<file path="src/logic/global_ctrl_defines.vh">
// Register offsets, field positions and reset values of the global control bank
`ifndef GLOBAL_CTRL_DEFINES_VH
`define GLOBAL_CTRL_DEFINES_VH
`define ADDR_SLIP_AUTOTUNE 12'h0002
`define ADDR_GLOBAL_ENABLE 12'h0003
`define ADDR_CHANNEL_PAIR 12'h0004
`define ADDR_GLOBAL_MODE 12'h0005
`define ADDR_ALARM_CLEAR 12'h0006
`define ADDR_MISC_RESERVED 12'h0007
`define ADDR_SCRATCHPAD 12'h0008
`define ADDR_LOCK_ALIGN 12'h0009
`define BIT_SLIP_REQUEST 1
`define BIT_AUTOTUNE 2
`define BIT_REF_LOOP_EN 0
`define BIT_SYN_LOOP_EN 1
`define BIT_SYSREF_TIMER_EN 2
`define BIT_RF_RESEED_EN 5
`define BIT_REF_ONE_EXT_VCO 5
`define BIT_REF_ZERO_RF_SYNC 4
`define BIT_CLEAR_ALARMS 0
`define BIT_LOCK_ALIGN_DIS 0
`define SYNC_MODE_OFF 2'b00
`define SYNC_MODE_ALIGN 2'b01
`define SYNC_MODE_PULSE 2'b10
`define SYNC_MODE_AUTO 2'b11
`define RST_REG 8'h00
`endif

</file>
<file path="src/logic/global_control_registers.v">
// Global control register bank with slip, alignment and enable logic
`include "global_ctrl_defines.vh"
`timescale 1ns/10ps
`default_nettype none
module global_control_registers (
  // Clock and reset
  input wire REF_CLK,
  input wire ARST_N,
  // Serial-port register access, already deserialised
  input wire WR_EN,
  input wire RD_EN,
  input wire [11:0] ADDR,
  input wire [7:0] WDATA,
  output reg [7:0] RDATA,
  output reg RVALID,
  // Status from the rest of the device
  input wire SLIP_DONE,
  input wire ALARM_PRESENT,
  input wire SYN_LOOP_LOCKED,
  input wire SYNC_PIN,
  input wire GPI_PULSE_REQ,
  // Controls to the rest of the device
  output reg SLIP_REQ,
  output reg AUTOTUNE_START,
  output reg REF_LOOP_EN,
  output reg SYN_LOOP_EN,
  output reg SYSREF_TIMER_EN,
  output reg RF_RESEED_EN,
  output reg [1:0] VCO_SELECT,
  output reg [13:0] CHANNEL_EN,
  output reg REF_ONE_EXT_VCO,
  output reg REF_ZERO_RF_SYNC,
  output reg [3:0] REF_PATH_EN,
  output reg ALIGN_EVENT,
  output reg PULSE_GEN_REQ,
  output reg ALARM_CLEAR_PULSE,
  output reg PHASE_SYNC_ALARM
);

  reg [7:0] reg_slip;
  reg [7:0] reg_enable;
  reg [7:0] reg_pairs;
  reg [7:0] reg_mode;
  reg [7:0] reg_clear;
  reg [7:0] reg_misc;
  reg [7:0] reg_scratch;
  reg [7:0] reg_lock;
  reg slip_prev;
  reg slip_busy;
  reg sync_prev;
  reg lock_prev;
  reg [7:0] next_rdata;
  wire [13:0] next_channel_en;
  wire slip_rise;
  wire sync_rise;
  wire lock_rise;
  wire [1:0] pin_mode;

  // Address match used by the write path and the write-strobe decodes; the read mux uses its own case
  function hit;
    input [11:0] a;
    input [11:0] b;
    begin
      hit = (a == b);
    end
  endfunction

  // Register writes
  always @(posedge REF_CLK or negedge ARST_N) begin
    if (!ARST_N) begin
      reg_slip <= `RST_REG;
      reg_enable <= `RST_REG;
      reg_pairs <= `RST_REG;
      reg_mode <= `RST_REG;
      reg_clear <= `RST_REG;
      reg_misc <= `RST_REG;
      reg_scratch <= `RST_REG;
      reg_lock <= `RST_REG;
    end else if (WR_EN) begin
      if (hit(ADDR, `ADDR_SLIP_AUTOTUNE)) reg_slip <= WDATA;
      if (hit(ADDR, `ADDR_GLOBAL_ENABLE)) reg_enable <= WDATA;
      if (hit(ADDR, `ADDR_CHANNEL_PAIR)) reg_pairs <= WDATA;
      if (hit(ADDR, `ADDR_GLOBAL_MODE)) reg_mode <= WDATA;
      if (hit(ADDR, `ADDR_ALARM_CLEAR)) reg_clear <= WDATA;
      if (hit(ADDR, `ADDR_MISC_RESERVED)) reg_misc <= WDATA;
      if (hit(ADDR, `ADDR_SCRATCHPAD)) reg_scratch <= WDATA;
      if (hit(ADDR, `ADDR_LOCK_ALIGN)) reg_lock <= WDATA;
    end
  end

  // Read mux; unmapped addresses read zero
  always @* begin
    next_rdata = 8'h00;
    case (ADDR)
      `ADDR_SLIP_AUTOTUNE: next_rdata = reg_slip;
      `ADDR_GLOBAL_ENABLE: next_rdata = reg_enable;
      `ADDR_CHANNEL_PAIR: next_rdata = reg_pairs;
      `ADDR_GLOBAL_MODE: next_rdata = reg_mode;
      `ADDR_ALARM_CLEAR: next_rdata = reg_clear;
      `ADDR_MISC_RESERVED: next_rdata = reg_misc;
      `ADDR_SCRATCHPAD: next_rdata = reg_scratch;
      `ADDR_LOCK_ALIGN: next_rdata = reg_lock;
      default: next_rdata = 8'h00;
    endcase
  end

  always @(posedge REF_CLK or negedge ARST_N) begin
    if (!ARST_N) begin
      RDATA <= 8'h00;
      RVALID <= 1'b0;
    end else begin
      RVALID <= RD_EN;
      if (RD_EN) RDATA <= next_rdata;
    end
  end

  // Channel pair expansion
  genvar k;
  generate
    for (k = 0; k < 7; k = k + 1) begin : g_pair
      assign next_channel_en[2*k] = reg_pairs[k];
      assign next_channel_en[2*k+1] = reg_pairs[k];
    end
  endgenerate

  // Edge detectors on requests and status inputs
  assign slip_rise = reg_slip[`BIT_SLIP_REQUEST] & ~slip_prev;
  assign sync_rise = SYNC_PIN & ~sync_prev;
  assign lock_rise = SYN_LOOP_LOCKED & ~lock_prev;
  assign pin_mode = reg_mode[7:6];

  // Level controls registered onto the outputs
  always @(posedge REF_CLK or negedge ARST_N) begin
    if (!ARST_N) begin
      REF_LOOP_EN <= 1'b0;
      SYN_LOOP_EN <= 1'b0;
      SYSREF_TIMER_EN <= 1'b0;
      RF_RESEED_EN <= 1'b0;
      VCO_SELECT <= 2'b00;
      CHANNEL_EN <= 14'h0000;
      REF_ONE_EXT_VCO <= 1'b0;
      REF_ZERO_RF_SYNC <= 1'b0;
      REF_PATH_EN <= 4'h0;
    end else begin
      REF_LOOP_EN <= reg_enable[`BIT_REF_LOOP_EN];
      SYN_LOOP_EN <= reg_enable[`BIT_SYN_LOOP_EN];
      SYSREF_TIMER_EN <= reg_enable[`BIT_SYSREF_TIMER_EN];
      RF_RESEED_EN <= reg_enable[`BIT_RF_RESEED_EN];
      VCO_SELECT <= reg_enable[4:3];
      CHANNEL_EN <= next_channel_en;
      REF_ONE_EXT_VCO <= reg_mode[`BIT_REF_ONE_EXT_VCO];
      REF_ZERO_RF_SYNC <= reg_mode[`BIT_REF_ZERO_RF_SYNC];
      REF_PATH_EN <= reg_mode[3:0];
    end
  end

  // Slip, autotune, alarm and alignment events
  always @(posedge REF_CLK or negedge ARST_N) begin
    if (!ARST_N) begin
      slip_prev <= 1'b0;
      sync_prev <= 1'b0;
      lock_prev <= 1'b0;
      slip_busy <= 1'b0;
      SLIP_REQ <= 1'b0;
      AUTOTUNE_START <= 1'b0;
      ALIGN_EVENT <= 1'b0;
      PULSE_GEN_REQ <= 1'b0;
      ALARM_CLEAR_PULSE <= 1'b0;
      PHASE_SYNC_ALARM <= 1'b0;
    end else begin
      slip_prev <= reg_slip[`BIT_SLIP_REQUEST];
      sync_prev <= SYNC_PIN;
      lock_prev <= SYN_LOOP_LOCKED;
      // Slip request level goes to all dividers, which act on its rise
      SLIP_REQ <= reg_slip[`BIT_SLIP_REQUEST];
      AUTOTUNE_START <= WR_EN & hit(ADDR, `ADDR_SLIP_AUTOTUNE) & WDATA[`BIT_AUTOTUNE];
      ALARM_CLEAR_PULSE <= WR_EN & hit(ADDR, `ADDR_ALARM_CLEAR) & WDATA[`BIT_CLEAR_ALARMS];
      if (slip_rise) begin
        slip_busy <= 1'b1;
      end else if (slip_busy && SLIP_DONE) begin
        slip_busy <= 1'b0;
      end
      // Completion sets the alarm; set wins over a simultaneous clear
      if (slip_busy && SLIP_DONE) begin
        PHASE_SYNC_ALARM <= 1'b1;
      end else if (ALARM_CLEAR_PULSE) begin
        PHASE_SYNC_ALARM <= 1'b0;
      end
      // Alignment from pin or lock; pulse request from pin or general input
      ALIGN_EVENT <= (sync_rise && ((pin_mode == `SYNC_MODE_ALIGN) ||
                      (pin_mode == `SYNC_MODE_AUTO && ALARM_PRESENT))) ||
                     (lock_rise && !reg_lock[`BIT_LOCK_ALIGN_DIS]);
      PULSE_GEN_REQ <= GPI_PULSE_REQ || (sync_rise && ((pin_mode == `SYNC_MODE_PULSE) ||
                       (pin_mode == `SYNC_MODE_AUTO && !ALARM_PRESENT)));
    end
  end

endmodule // global_control_registers
`default_nettype wire

</file>
<file path="config.mk">
export PLATFORM = sky130hd
export DESIGN_NAME = global_control_registers
export DESIGN_NICKNAME = d
export VERILOG_FILES = /design/src/logic/global_control_registers.v
export VERILOG_INCLUDE_DIRS = /design/src /design/src/logic
export SDC_FILE = /design/constraint.sdc
export NUM_CORES = 1
export LEC_CHECK = 0
export BUFFER_PORTS_ARGS = -buffer_cell sky130_fd_sc_hd__buf_2
export CORE_UTILIZATION = 45
export DETAILED_ROUTE_END_ITERATION = 8
export PLACE_DENSITY = 0.68
export SYNTH_ARGS = -nofsm -noshare
export SYNTH_HDL_FRONTEND = slang
export SYNTH_SLANG_ARGS = --single-unit
</file>
<file path="constraint.sdc">
create_clock -name REF_CLK -period 1.28 [get_ports REF_CLK]
set_input_delay 0 -clock REF_CLK [delete_from_list [all_inputs] [get_ports REF_CLK]]
set_output_delay 0 -clock REF_CLK [all_outputs]
set_load 0.005 [all_outputs]
</file>
==> flow_summary.toml, run 1 <==
[floorplan]
initial_utilization_pct = 47.3
floorplan.rows = 34
die-height_um = 98.7
floorplan.die_area_um2 = 9740
top_level_ports = 70
die_x_um = 98.7
core-area_um2 = 8890

[critical_path]
cp.required_ns = 1.53
worstSetupEndpointType = "flip-flop"
critical_path_cell_count = 5
setup.worst_path.end = "reg_enable[2]"
cp_slowest_stage_delay_ns = 0.52
r2r_start = "reg_mode[1]"
r2r_slack_ns = 0.04
arrival_ns = 1.53
standard_cell_with_the_maximum_stage_delay_on_the_critical_path = "or4_4"
crit_chain = "buf_2 -> or3b_1 -> or4_4 -> buf_8 -> mux2_4"
critical_path.startpoint_type = "input pin"
critPathLaunch = "ADDR[3]"
crit_fanout = 7
r2r_end = "RDATA[1]"
worst-r2r-cell-count = 3
cp_num_buf_inv = 2
worstSetupPathType = "in2reg"
critPathTopFamily = "simple AND/OR/NAND/NOR gates"

[clock_network]
clkSlewWorstSetupHoldPaths_ns = 0.11
tritoncts = "yes"
deepest_level_of_the_cts_h_tree = 3
clkSinkCount = 101
tritoncts.num_buffers = 9
clockBufferDepth = 2
clk_root_buffer_cell = "clkbuf_8"
worst_skew_pair.late_latency_ns = 0.37

[placed_design]
portBuffers = 69
place.gp.congestion = 0.806
dp_hpwl_um = 6200
placement.setup.worst_slack_ns = -0.442

[synthesis]
synth_nets = 309
synthCells = 280
synthDistinctLibCells = 35
synth.ff_latch_count = 101
synth.avg_cell_area_um2 = 15.0
yosysSeqAreaShare_pct = 60.1
synthDominantAreaCellType = "dfrtp_1"
syn-cell-area_um2 = 4210
yosys_warnings = 0
yosys-top-cells-area = "dfrtp_1 (60%), mux2_2 (11%), mux2_4 (5.4%)"
fraction_of_synthesized_cell_area_taken_by_the_top_area_cell_type_pct = 60.1

[grt]
grt_pass1_vias = 2801
globalRouteOverflowTotal = 0
total_global_routing_track_utilization_pct = 20.5
antenna_violations_before_repair = 0
largest_net_degree_at_the_start_of_global_routing = 44
grt_pass1_wl_um = 14800

[sta]
max_freq_ghz = 0.783
clock_skew_ns = 0.0133
final-hold-violation-count = 0
final-max-slew-violation-count = 0
grt_setup_unrepaired = "yes"
setup_viol = 0
final.min_clock_period_ns = 1.28
final_setup_slack_of_the_worst_path_ns = 0.00225
tightest_slew_ns = 0.384
min_period_over_period_pct = 99.8
worst_slew_margin_rel_pct = 74.4

[routing]
drt_pass1_iterations = 4
total_detailed_routing_wirelength_um = 9050
drc_errors = 0
routed-via-count = 2665
vias_per_cell = 5.30
final_antenna_net_count = 0
routed_wire_length_per_instance_um = 18.0
drt_first_iter_violations = 103

[cells_and_area]
flow.area_growth_from_synthesis_pct = 28.2
layout_common_cells = "dfrtp_1 (101), buf_2 (64), mux2_4 (34)"
mostFrequentLayoutCell = "dfrtp_1"
design.final.nets = 420
share_of_layout_cells_above_drive_strength_1_pct = 52.7
fillerInstances = 685
antennaDiodeCount = 0
postLayoutCoreUtil_pct = 60.7

[outcome]
result_of_the_run = "complete, no violations"

[hold_path]
hp-class = "in2async"

[pwr]
ir_drop_mv = 0.506
power.leakage_nw = 2.81
cellPowerDensity_nw_per_um2 = 1020

[run]
maxCapViolCount = 0
[worst reg2reg max path, delay by kind of cell (launching register included)]
family,cells,cell delay [ns]
multiplexers,1,0.48
AO/OA/AOI/OAI,2,0.23
flip-flops,1,0.41
[routing by layer]
layer  track usage [%]  part of all wire, %  vias up
li1                  -                    -     1230
met1              28.2                   47     1366
met2              32.6                   49       58
met3              3.19                  2.6       11
met4              8.73                  1.5        0
met5                 0                    0        -
[per-stage QoR]
step	total power, mW	cell area (um^2)	hold WS, ns	setup TNS [ns]	cells
2_1_floorplan	3.40	4350	-0.296	-13.32	280
3_3_place_gp	3.61	4980	-0.0578	-18.49	472
3_5_place_dp	3.62	4980	-0.0503	-21.24	472
4_1_cts	5.53	5330	0.0871	0	502
5_1_grt	5.73	5390	0.0992	-0.0275	503
6_report	5.51	5390	0.0829	0	503
[power breakdown]
group | total [mW] | switching, mW | internal (mW)
clock network | 1.91 | 1.17 | 0.742
registers | 3.22 | 0.00826 | 3.21
logic | 0.380 | 0.213 | 0.167
[sequential cells by signal, indices dropped and copies added, names as in the netlist, 2 cells and up]
| signal | flops |
|---|---|
| CHANNEL_EN | 7 |
| RDATA | 8 |
| REF_PATH_EN | 4 |
| VCO_SELECT | 2 |
| reg_clear | 8 |
| reg_enable | 8 |
| reg_lock | 8 |
| reg_misc | 8 |
| reg_mode | 8 |
| reg_pairs | 8 |
| reg_scratch | 8 |
| reg_slip | 8 |
[cells by family (layout without fill, tap and decap cells)]
logic type	Yosys count	after routing	synth area share [%]
buf+inv	34	149	4.17
compound gates	30	30	4.28
mux	87	87	26.3
simple gates	28	28	5.15
flops	101	101	60.1
[final cells by class]
class	instances	area (um^2)	area share, %
flip-flops and latches	101	2530	46.9
multi-input cells	145	1650	30.5
repair buffers	120	851	15.8
well taps	108	135	2.51
clock buffers	9	124	2.30
clock inverters	6	57.6	1.07
inverters	14	52.6	0.974
[worst min-delay path by stage]
stage,startpoint,to,slack [ns]
3_5_place_dp,ARST_N,PHASE_SYNC_ALARM,-0.05
5_1_grt,ARST_N,PHASE_SYNC_ALARM,0.1
4_1_cts,ARST_N,PHASE_SYNC_ALARM,0.09
6_report,ARST_N,PHASE_SYNC_ALARM,0.08
2_1_floorplan,ARST_N,ALARM_CLEAR_PULSE,-0.30
3_3_place_gp,ARST_N,PHASE_SYNC_ALARM,-0.06
[what timing repair did]
action	CTS	global route
gates resized for setup	5	12
endpoints found under the setup margin	14	35
hold endpoints to repair	151	0
hold buffers	15	0
setup buffers	0	2
pin swaps	3	5
[cell usage after synthesis]
cell type  number
nand4_1         1
buf_4           8
nor4_2          2
nor2_1          1
or4_4           1
or3b_2          1
o21ai_0         2
and3_1          1
clkbuf_1        2
a31o_2          1
buf_1           1
nor3_2          3
nand2b_1        2
mux4_2          8
and4_1          2
mux2i_1        16
o21bai_1        1
buf_2           8
and2_1          1
buf_6           1
inv_1          14
a21o_1          1
dfrtp_1       101
a21oi_1         8
o22ai_1        17
nand3_1         2
nand2_1         4
nor2b_1         2
nor4_4          1
or4_1           2
or3_1           1
mux2_4         15
or3b_1          1
mux2_2         40
mux2_1          8
(Power assumes the default switching activity.)
==> run 2: changes to the inputs <==
--- a/config.mk
+++ b/config.mk
@@ -6,10 +6,13 @@
 export SDC_FILE = /design/constraint.sdc
 export NUM_CORES = 1
 export LEC_CHECK = 0
+export ABC_AREA = 1
 export BUFFER_PORTS_ARGS = -buffer_cell sky130_fd_sc_hd__buf_2
-export CORE_UTILIZATION = 45
+export CELL_PAD_IN_SITES_DETAIL_PLACEMENT = 0
+export CELL_PAD_IN_SITES_GLOBAL_PLACEMENT = 1
+export CORE_UTILIZATION = 42
 export DETAILED_ROUTE_END_ITERATION = 8
-export PLACE_DENSITY = 0.68
+export PLACE_DENSITY = 0.81
 export SYNTH_ARGS = -nofsm -noshare
 export SYNTH_HDL_FRONTEND = slang
 export SYNTH_SLANG_ARGS = --single-unit
==> run 2 against run 1 <==
Against the previous run: worst setup slack improved by 0.26 ns; cell area rose by 2.3%; fmax rose by 26%; sequential power barely moved; global-route usage rose by 0.18 points; critical endpoint is now RDATA[6]; largest cell class unchanged.
==> flow_summary.toml, run 2 <==
[hold_path]
hp-class = "in2reg"

[sta]
clock_skew_ns = 0.0153
min_period_over_period_pct = 79.4
final.min_clock_period_ns = 1.02
grt_setup_unrepaired = "no"
tightest_slew_ns = 0.390
final-max-slew-violation-count = 0
final-hold-violation-count = 0
setup_viol = 0
worst_slew_margin_rel_pct = 74.0
max_freq_ghz = 0.984
fin_setup_tns_ns = 0

[synthesis]
synth_enable_flop_cells = 0
yosysSeqAreaShare_pct = 55.5
synth_nets = 557
combinational_family_with_the_most_area_after_synthesis = "simple AND/OR/NAND/NOR gates"
synth.area.mux_share_pct = 0
synth.avg_cell_area_um2 = 8.63
syn-cell-area_um2 = 4560
yosys-top-cells-area = "dfrtp_1 (55%), nand2_1 (12%), nand3_1 (7.0%)"
synth_compound_gate_area_share_pct = 7.80
yosys_warnings = 0
synth_fa_ha_area_share_pct = 0
synth_async_sr_flop_share_pct = 100
synth_most_common_cell = "nand2_1"
fraction_of_synthesized_cell_area_taken_by_the_top_area_cell_type_pct = 55.5
synthesized_area_fraction_occupied_by_and_or_nand_nor_cells_pct = 25.6
ys.flop_type = "dfrtp_1"
synthDistinctLibCells = 20
synthCells = 528
synthDominantAreaCellType = "dfrtp_1"
synthXorXnorAreaFrac_pct = 0
synth_common_cells = "nand2_1 (141), dfrtp_1 (101), inv_1 (75), nand3_1 (64), o21ai_0 (50)"
synth.ff_latch_count = 101

[pwr]
power.switching_fraction_pct = 26.5
ir_drop_mv = 0.454
intPower_mw = 4.10
cellPowerDensity_nw_per_um2 = 1010
combinational_power_share_pct = 5.8
finalPower_mw = 5.58
power.leakage_nw = 2.88
p_seq_share_pct = 58.2
share_clk_of_total_power_pct = 36.0
net-switching-power_mw = 1.48

[routing]
routed_wire_length_per_instance_um = 14.2
drt_first_iter_violations = 155
drt_pass1_iterations = 4
routed-via-count = 3604
final_antenna_net_count = 0
vias_per_cell = 4.75
total_detailed_routing_wirelength_um = 10800
drc_errors = 0

[clock_network]
clkSinkCount = 101
worst_skew_pair.late_latency_ns = 0.37
tritoncts.num_buffers = 9
cts-hold-fix-buffers = 14
post_cts.repair.setup_buffers = 0
clockBufferDepth = 2
tritoncts = "yes"
deepest_level_of_the_cts_h_tree = 3
cts_resized = 0
clkSlewWorstSetupHoldPaths_ns = 0.12
clk_root_buffer_cell = "clkbuf_8"

[cells_and_area]
share_of_layout_cells_above_drive_strength_1_pct = 21.7
design.final.nets = 647
layout_common_cells = "nand2_1 (141), dfrtp_1 (101), inv_1 (75)"
mostFrequentLayoutCell = "nand2_1"
flow.area_growth_from_synthesis_pct = 21.0
antennaDiodeCount = 0
fillerInstances = 982

[floorplan]
initial_utilization_pct = 43.7
core-area_um2 = 10400
floorplan.die_area_um2 = 11300
die_x_um = 106
floorplan.rows = 37
die-height_um = 106
top_level_ports = 70

[placed_design]
portBuffers = 69
dp_hpwl_um = 7720
place.gp.congestion = 0.801

[critical_path]
worstSetupEndpointType = "flip-flop"
crit_fanout = 4
critical_path.startpoint_type = "flip-flop"
worstSetupPathType = "reg2reg"
cp.required_ns = 1.55
arrival_ns = 1.29

[grt]
largest_net_degree_at_the_start_of_global_routing = 72
grt_pass1_vias = 3542
total_global_routing_track_utilization_pct = 20.7
antenna_violations_before_repair = 0
globalRouteOverflowTotal = 0
grt_pass1_wl_um = 18000

[run]
maxCapViolCount = 0

[outcome]
result_of_the_run = "complete, no violations"
run 2: cells by family after synthesis:
kind of cell / after synthesis
simple gates: 250
compound gates: 69
flops: 101
buf+inv: 108
run 2: power by group through the flow:
stage / combinational (mW) / clock [mW] / sequential [mW]
final: 0.326 / 2.01 / 3.25
after global routing: 0.366 / 2.14 / 3.25
after CTS: 0.333 / 2.05 / 3.25
after detailed placement: 0.300 / 0 / 3.31
after global placement: 0.295 / 0 / 3.31
after floorplan: 0.122 / 0 / 3.31
run 2: worst paths after layout:
check / from / endpoint / slack [ns] / cells after the start
max: reg_mode[6] / RDATA[6] / 0.26 / 6
min: WDATA[0] / reg_mode[0] / 0.009 / 3
max reg2reg: reg_mode[6] / RDATA[6] / 0.26 / 6
min reg2reg: reg_mode[5] / REF_ONE_EXT_VCO / 0.42 / 0
max in group asynchronous: ARST_N / reg_scratch[0] / 0.79 / 3
min in group asynchronous: ARST_N / CHANNEL_EN[5] / 0.16 / 3
run 2: cell type report:
cell class	count	area, um^2	area share [%]
flip-flops and latches	101	2530	45.8
well taps	136	170	3.09
multi-input cells	319	1520	27.6
repair buffers	109	808	14.7
inverters	78	295	5.35
clock buffers	9	124	2.25
clock inverters	7	67.6	1.23
run 2: metrics by stage:
stage	instance area [um^2]	util [%]	hold WS [ns]	setup WS [ns]	cells
3_3_place_gp	5180	49.8	0.0415	0.0744	729
5_1_grt	5520	52.9	0.0114	0.129	759
4_1_cts	5520	52.9	0.0138	0.281	759
3_5_place_dp	5180	49.8	0.0479	0.0463	729
6_report	5520	52.9	0.00935	0.264	759
2_1_floorplan	4560	-	-0.296	0.246	528
run 2: routing by layer:
layer | part of all wire, % | routed length (um) | vias to the layer above | GRT usage, %
li1 | - | - | 1817 | -
met1 | 46 | 4930 | 1716 | 27.7
met2 | 50 | 5380 | 67 | 34.8
met3 | 3.8 | 413 | 4 | 2.64
met4 | 0.55 | 59 | 0 | 6.55
met5 | 0 | 0 | - | 0
run 2: critical path, stage by stage (launching register included):
cell and delay (ns):
dfrtp_1 0.46, nand3_1 0.11, nand2_1 0.06, nor2_1 0.10, nand2_1 0.08, nand2_1 0.06
nand2_1 0.04
==> run 3: changes to the inputs <==
--- a/config.mk
+++ b/config.mk
@@ -10,9 +10,9 @@
 export BUFFER_PORTS_ARGS = -buffer_cell sky130_fd_sc_hd__buf_2
 export CELL_PAD_IN_SITES_DETAIL_PLACEMENT = 0
 export CELL_PAD_IN_SITES_GLOBAL_PLACEMENT = 1
-export CORE_UTILIZATION = 42
+export CORE_UTILIZATION = 38
 export DETAILED_ROUTE_END_ITERATION = 8
-export PLACE_DENSITY = 0.81
+export PLACE_DENSITY = 0.77
 export SYNTH_ARGS = -nofsm -noshare
 export SYNTH_HDL_FRONTEND = slang
 export SYNTH_SLANG_ARGS = --single-unit
==> constraint.sdc (replaced) <==
create_clock -name REF_CLK -period 0.9 [get_ports REF_CLK]
set_input_delay 0 -clock REF_CLK [delete_from_list [all_inputs] [get_ports REF_CLK]]
set_output_delay 0 -clock REF_CLK [all_outputs]
set_load 0.005 [all_outputs]
==> run 3 against run 2 <==
Against the previous run: the run now ends with design-rule violations, negative setup slack left; largest power group unchanged; global-route usage down 0.93 points; core utilization down 0.70 points; fmax up 1.6%; via count up 2.9%; register-to-register slack worse by 0.36 ns; clock power up 97%; cell area up 9.6%; die area up 10%; largest cell class unchanged; total power up 63%; combinational power up 60%; count of clock-buffer cells in the layout up 1; sequential power up 42%.
==> flow_summary.toml, run 3 (same netlist as run 2, synthesis figures left out) <==
[floorplan]
die-height_um = 112
top_level_ports = 70
die_x_um = 112
core-area_um2 = 11600
initial_utilization_pct = 39.4
floorplan.die_area_um2 = 12400
floorplan.rows = 39

[placed_design]
portBuffers = 69
place.gp.congestion = 0.789
dp_hpwl_um = 7730

[clock_network]
clkSinkCount = 101
clkSlewWorstSetupHoldPaths_ns = 0.07
tritoncts.num_buffers = 9
worst_skew_pair.late_latency_ns = 0.35
tritoncts = "yes"
clockBufferDepth = 2
clk_root_buffer_cell = "clkbuf_16"
deepest_level_of_the_cts_h_tree = 3

[pwr]
power.leakage_nw = 3.06
cellPowerDensity_nw_per_um2 = 1500
ir_drop_mv = 0.994

[cells_and_area]
design.final.nets = 670
layout_common_cells = "nand2_1 (130), dfrtp_1 (101), inv_1 (74)"
antennaDiodeCount = 0
fillerInstances = 1052
postLayoutCoreUtil_pct = 52.2
share_of_layout_cells_above_drive_strength_1_pct = 31.1
register_area_um2 = 2530
multiInputGateArea_um2 = 1710
flow.area_growth_from_synthesis_pct = 32.6
mostFrequentLayoutCell = "nand2_1"

[routing]
drt_first_iter_violations = 147
drt_pass1_iterations = 9
drc_errors = 9
routed-via-count = 3709
vias_per_cell = 4.70
routed_wire_length_per_instance_um = 14.3
final_antenna_net_count = 0
total_detailed_routing_wirelength_um = 11300

[outcome]
violations = "design-rule violations, negative setup slack"
result_of_the_run = "complete, but fails checks"

[grt]
total_global_routing_track_utilization_pct = 19.7
globalRouteOverflowTotal = 0
largest_net_degree_at_the_start_of_global_routing = 80
grt_pass1_vias = 3683
grt_pass1_wl_um = 18700
antenna_violations_before_repair = 0

[critical_path]
critical_path.startpoint_type = "flip-flop"
worstSetupPathType = "reg2reg"
arrival_ns = 1.24
standard_cell_with_the_maximum_stage_delay_on_the_critical_path = "dfrtp_1"
crit_fanout = 2
crit_top_cell = "nand2_1"
cp.required_ns = 1.14
cp_slowest_stage_delay_ns = 0.39
critPathTopFamily = "simple AND/OR/NAND/NOR gates"
crit_chain = "nand3_1 -> nand2_1 -> nor2_2 -> nand2_1 -> nand2_1 -> nand2_1"
worstSetupEndpointType = "flip-flop"
cp_num_buf_inv = 0

[sta]
max_freq_ghz = 1.00
setup_viol = 10
worst_slew_margin_rel_pct = 72.1
clock_skew_ns = 0.00781
final-max-slew-violation-count = 0
final.min_clock_period_ns = 1.00
min_period_over_period_pct = 111
fin_setup_tns_ns = -0.612
final_setup_slack_of_the_worst_path_ns = -0.100
final-hold-violation-count = 0
tightest_slew_ns = 0.419
grt_setup_unrepaired = "yes"

[hold_path]
hp-class = "in2reg"

[run]
maxCapViolCount = 0
run 3: final timing paths:
kind,cells past startpoint,from,endpoint,slack [ns]
max,6,reg_scratch[7],RDATA[7],-0.10
min,3,WDATA[5],reg_mode[5],0.008
max reg2reg,6,reg_scratch[7],RDATA[7],-0.10
min reg2reg,1,lock_prev,ALIGN_EVENT,0.41
max in group asynchronous,3,ARST_N,slip_busy,0.36
min in group asynchronous,3,ARST_N,REF_PATH_EN[1],0.19
run 3: area by class of cell:
cell class | count | share of cell area, %
Inverter | 78 | 4.97
Tap cell | 143 | 2.96
Clock buffer | 10 | 3.96
Timing Repair Buffer | 132 | 16.9
Clock inverter | 6 | 1.01
Multi-Input combinational cell | 319 | 28.3
Sequential cell | 101 | 41.8
run 3: timing repair:
item,4_1_cts,5_1_grt
hold endpoints to repair,137,9
gates resized for setup,19,33
buffers inserted,4,8
pin swaps,24,23
hold buffers,10,1
endpoints found under the setup margin,10,27
run 3: power by group:
| part | leakage [nW] | switching, mW | internal (mW) |
|---|---|---|---|
| Combinational | 1.95 | 0.331 | 0.192 |
| Sequential | 0.960 | 0.0278 | 4.59 |
| Clock | 0.149 | 1.72 | 2.23 |
| Total | 3.06 | 2.08 | 7.01 |
run 3: metal layers:
metal / up-vias / GRT usage, % / wire length [um]
met5: - / 0 / 0
met4: 0 / 6.67 / 147
met3: 10 / 3.92 / 580
met2: 79 / 32.6 / 5590
met1: 1752 / 26.0 / 4970
li1: 1868 / - / -
run 3: per-stage QoR:
step                power, mW  setup WS [ns]  instances  hold WS (ns)  area [um^2]
floorplan                4.88         -0.131        528        -0.296         4580
global placement         5.16         -0.406        750        0.0171         5360
detailed placement       5.17         -0.443        750        0.0235         5360
CTS                      9.14         -0.107        780        -0.138         5840
global route             9.43         -0.144        789       0.00283         6040
finish                   9.09         -0.100        789       0.00812         6040
run 3: worst register-to-register path, delay by kind of cell (launching register included):
family | cells | cell delay (ns)
simple gates | 6 | 0.50
flops | 1 | 0.39
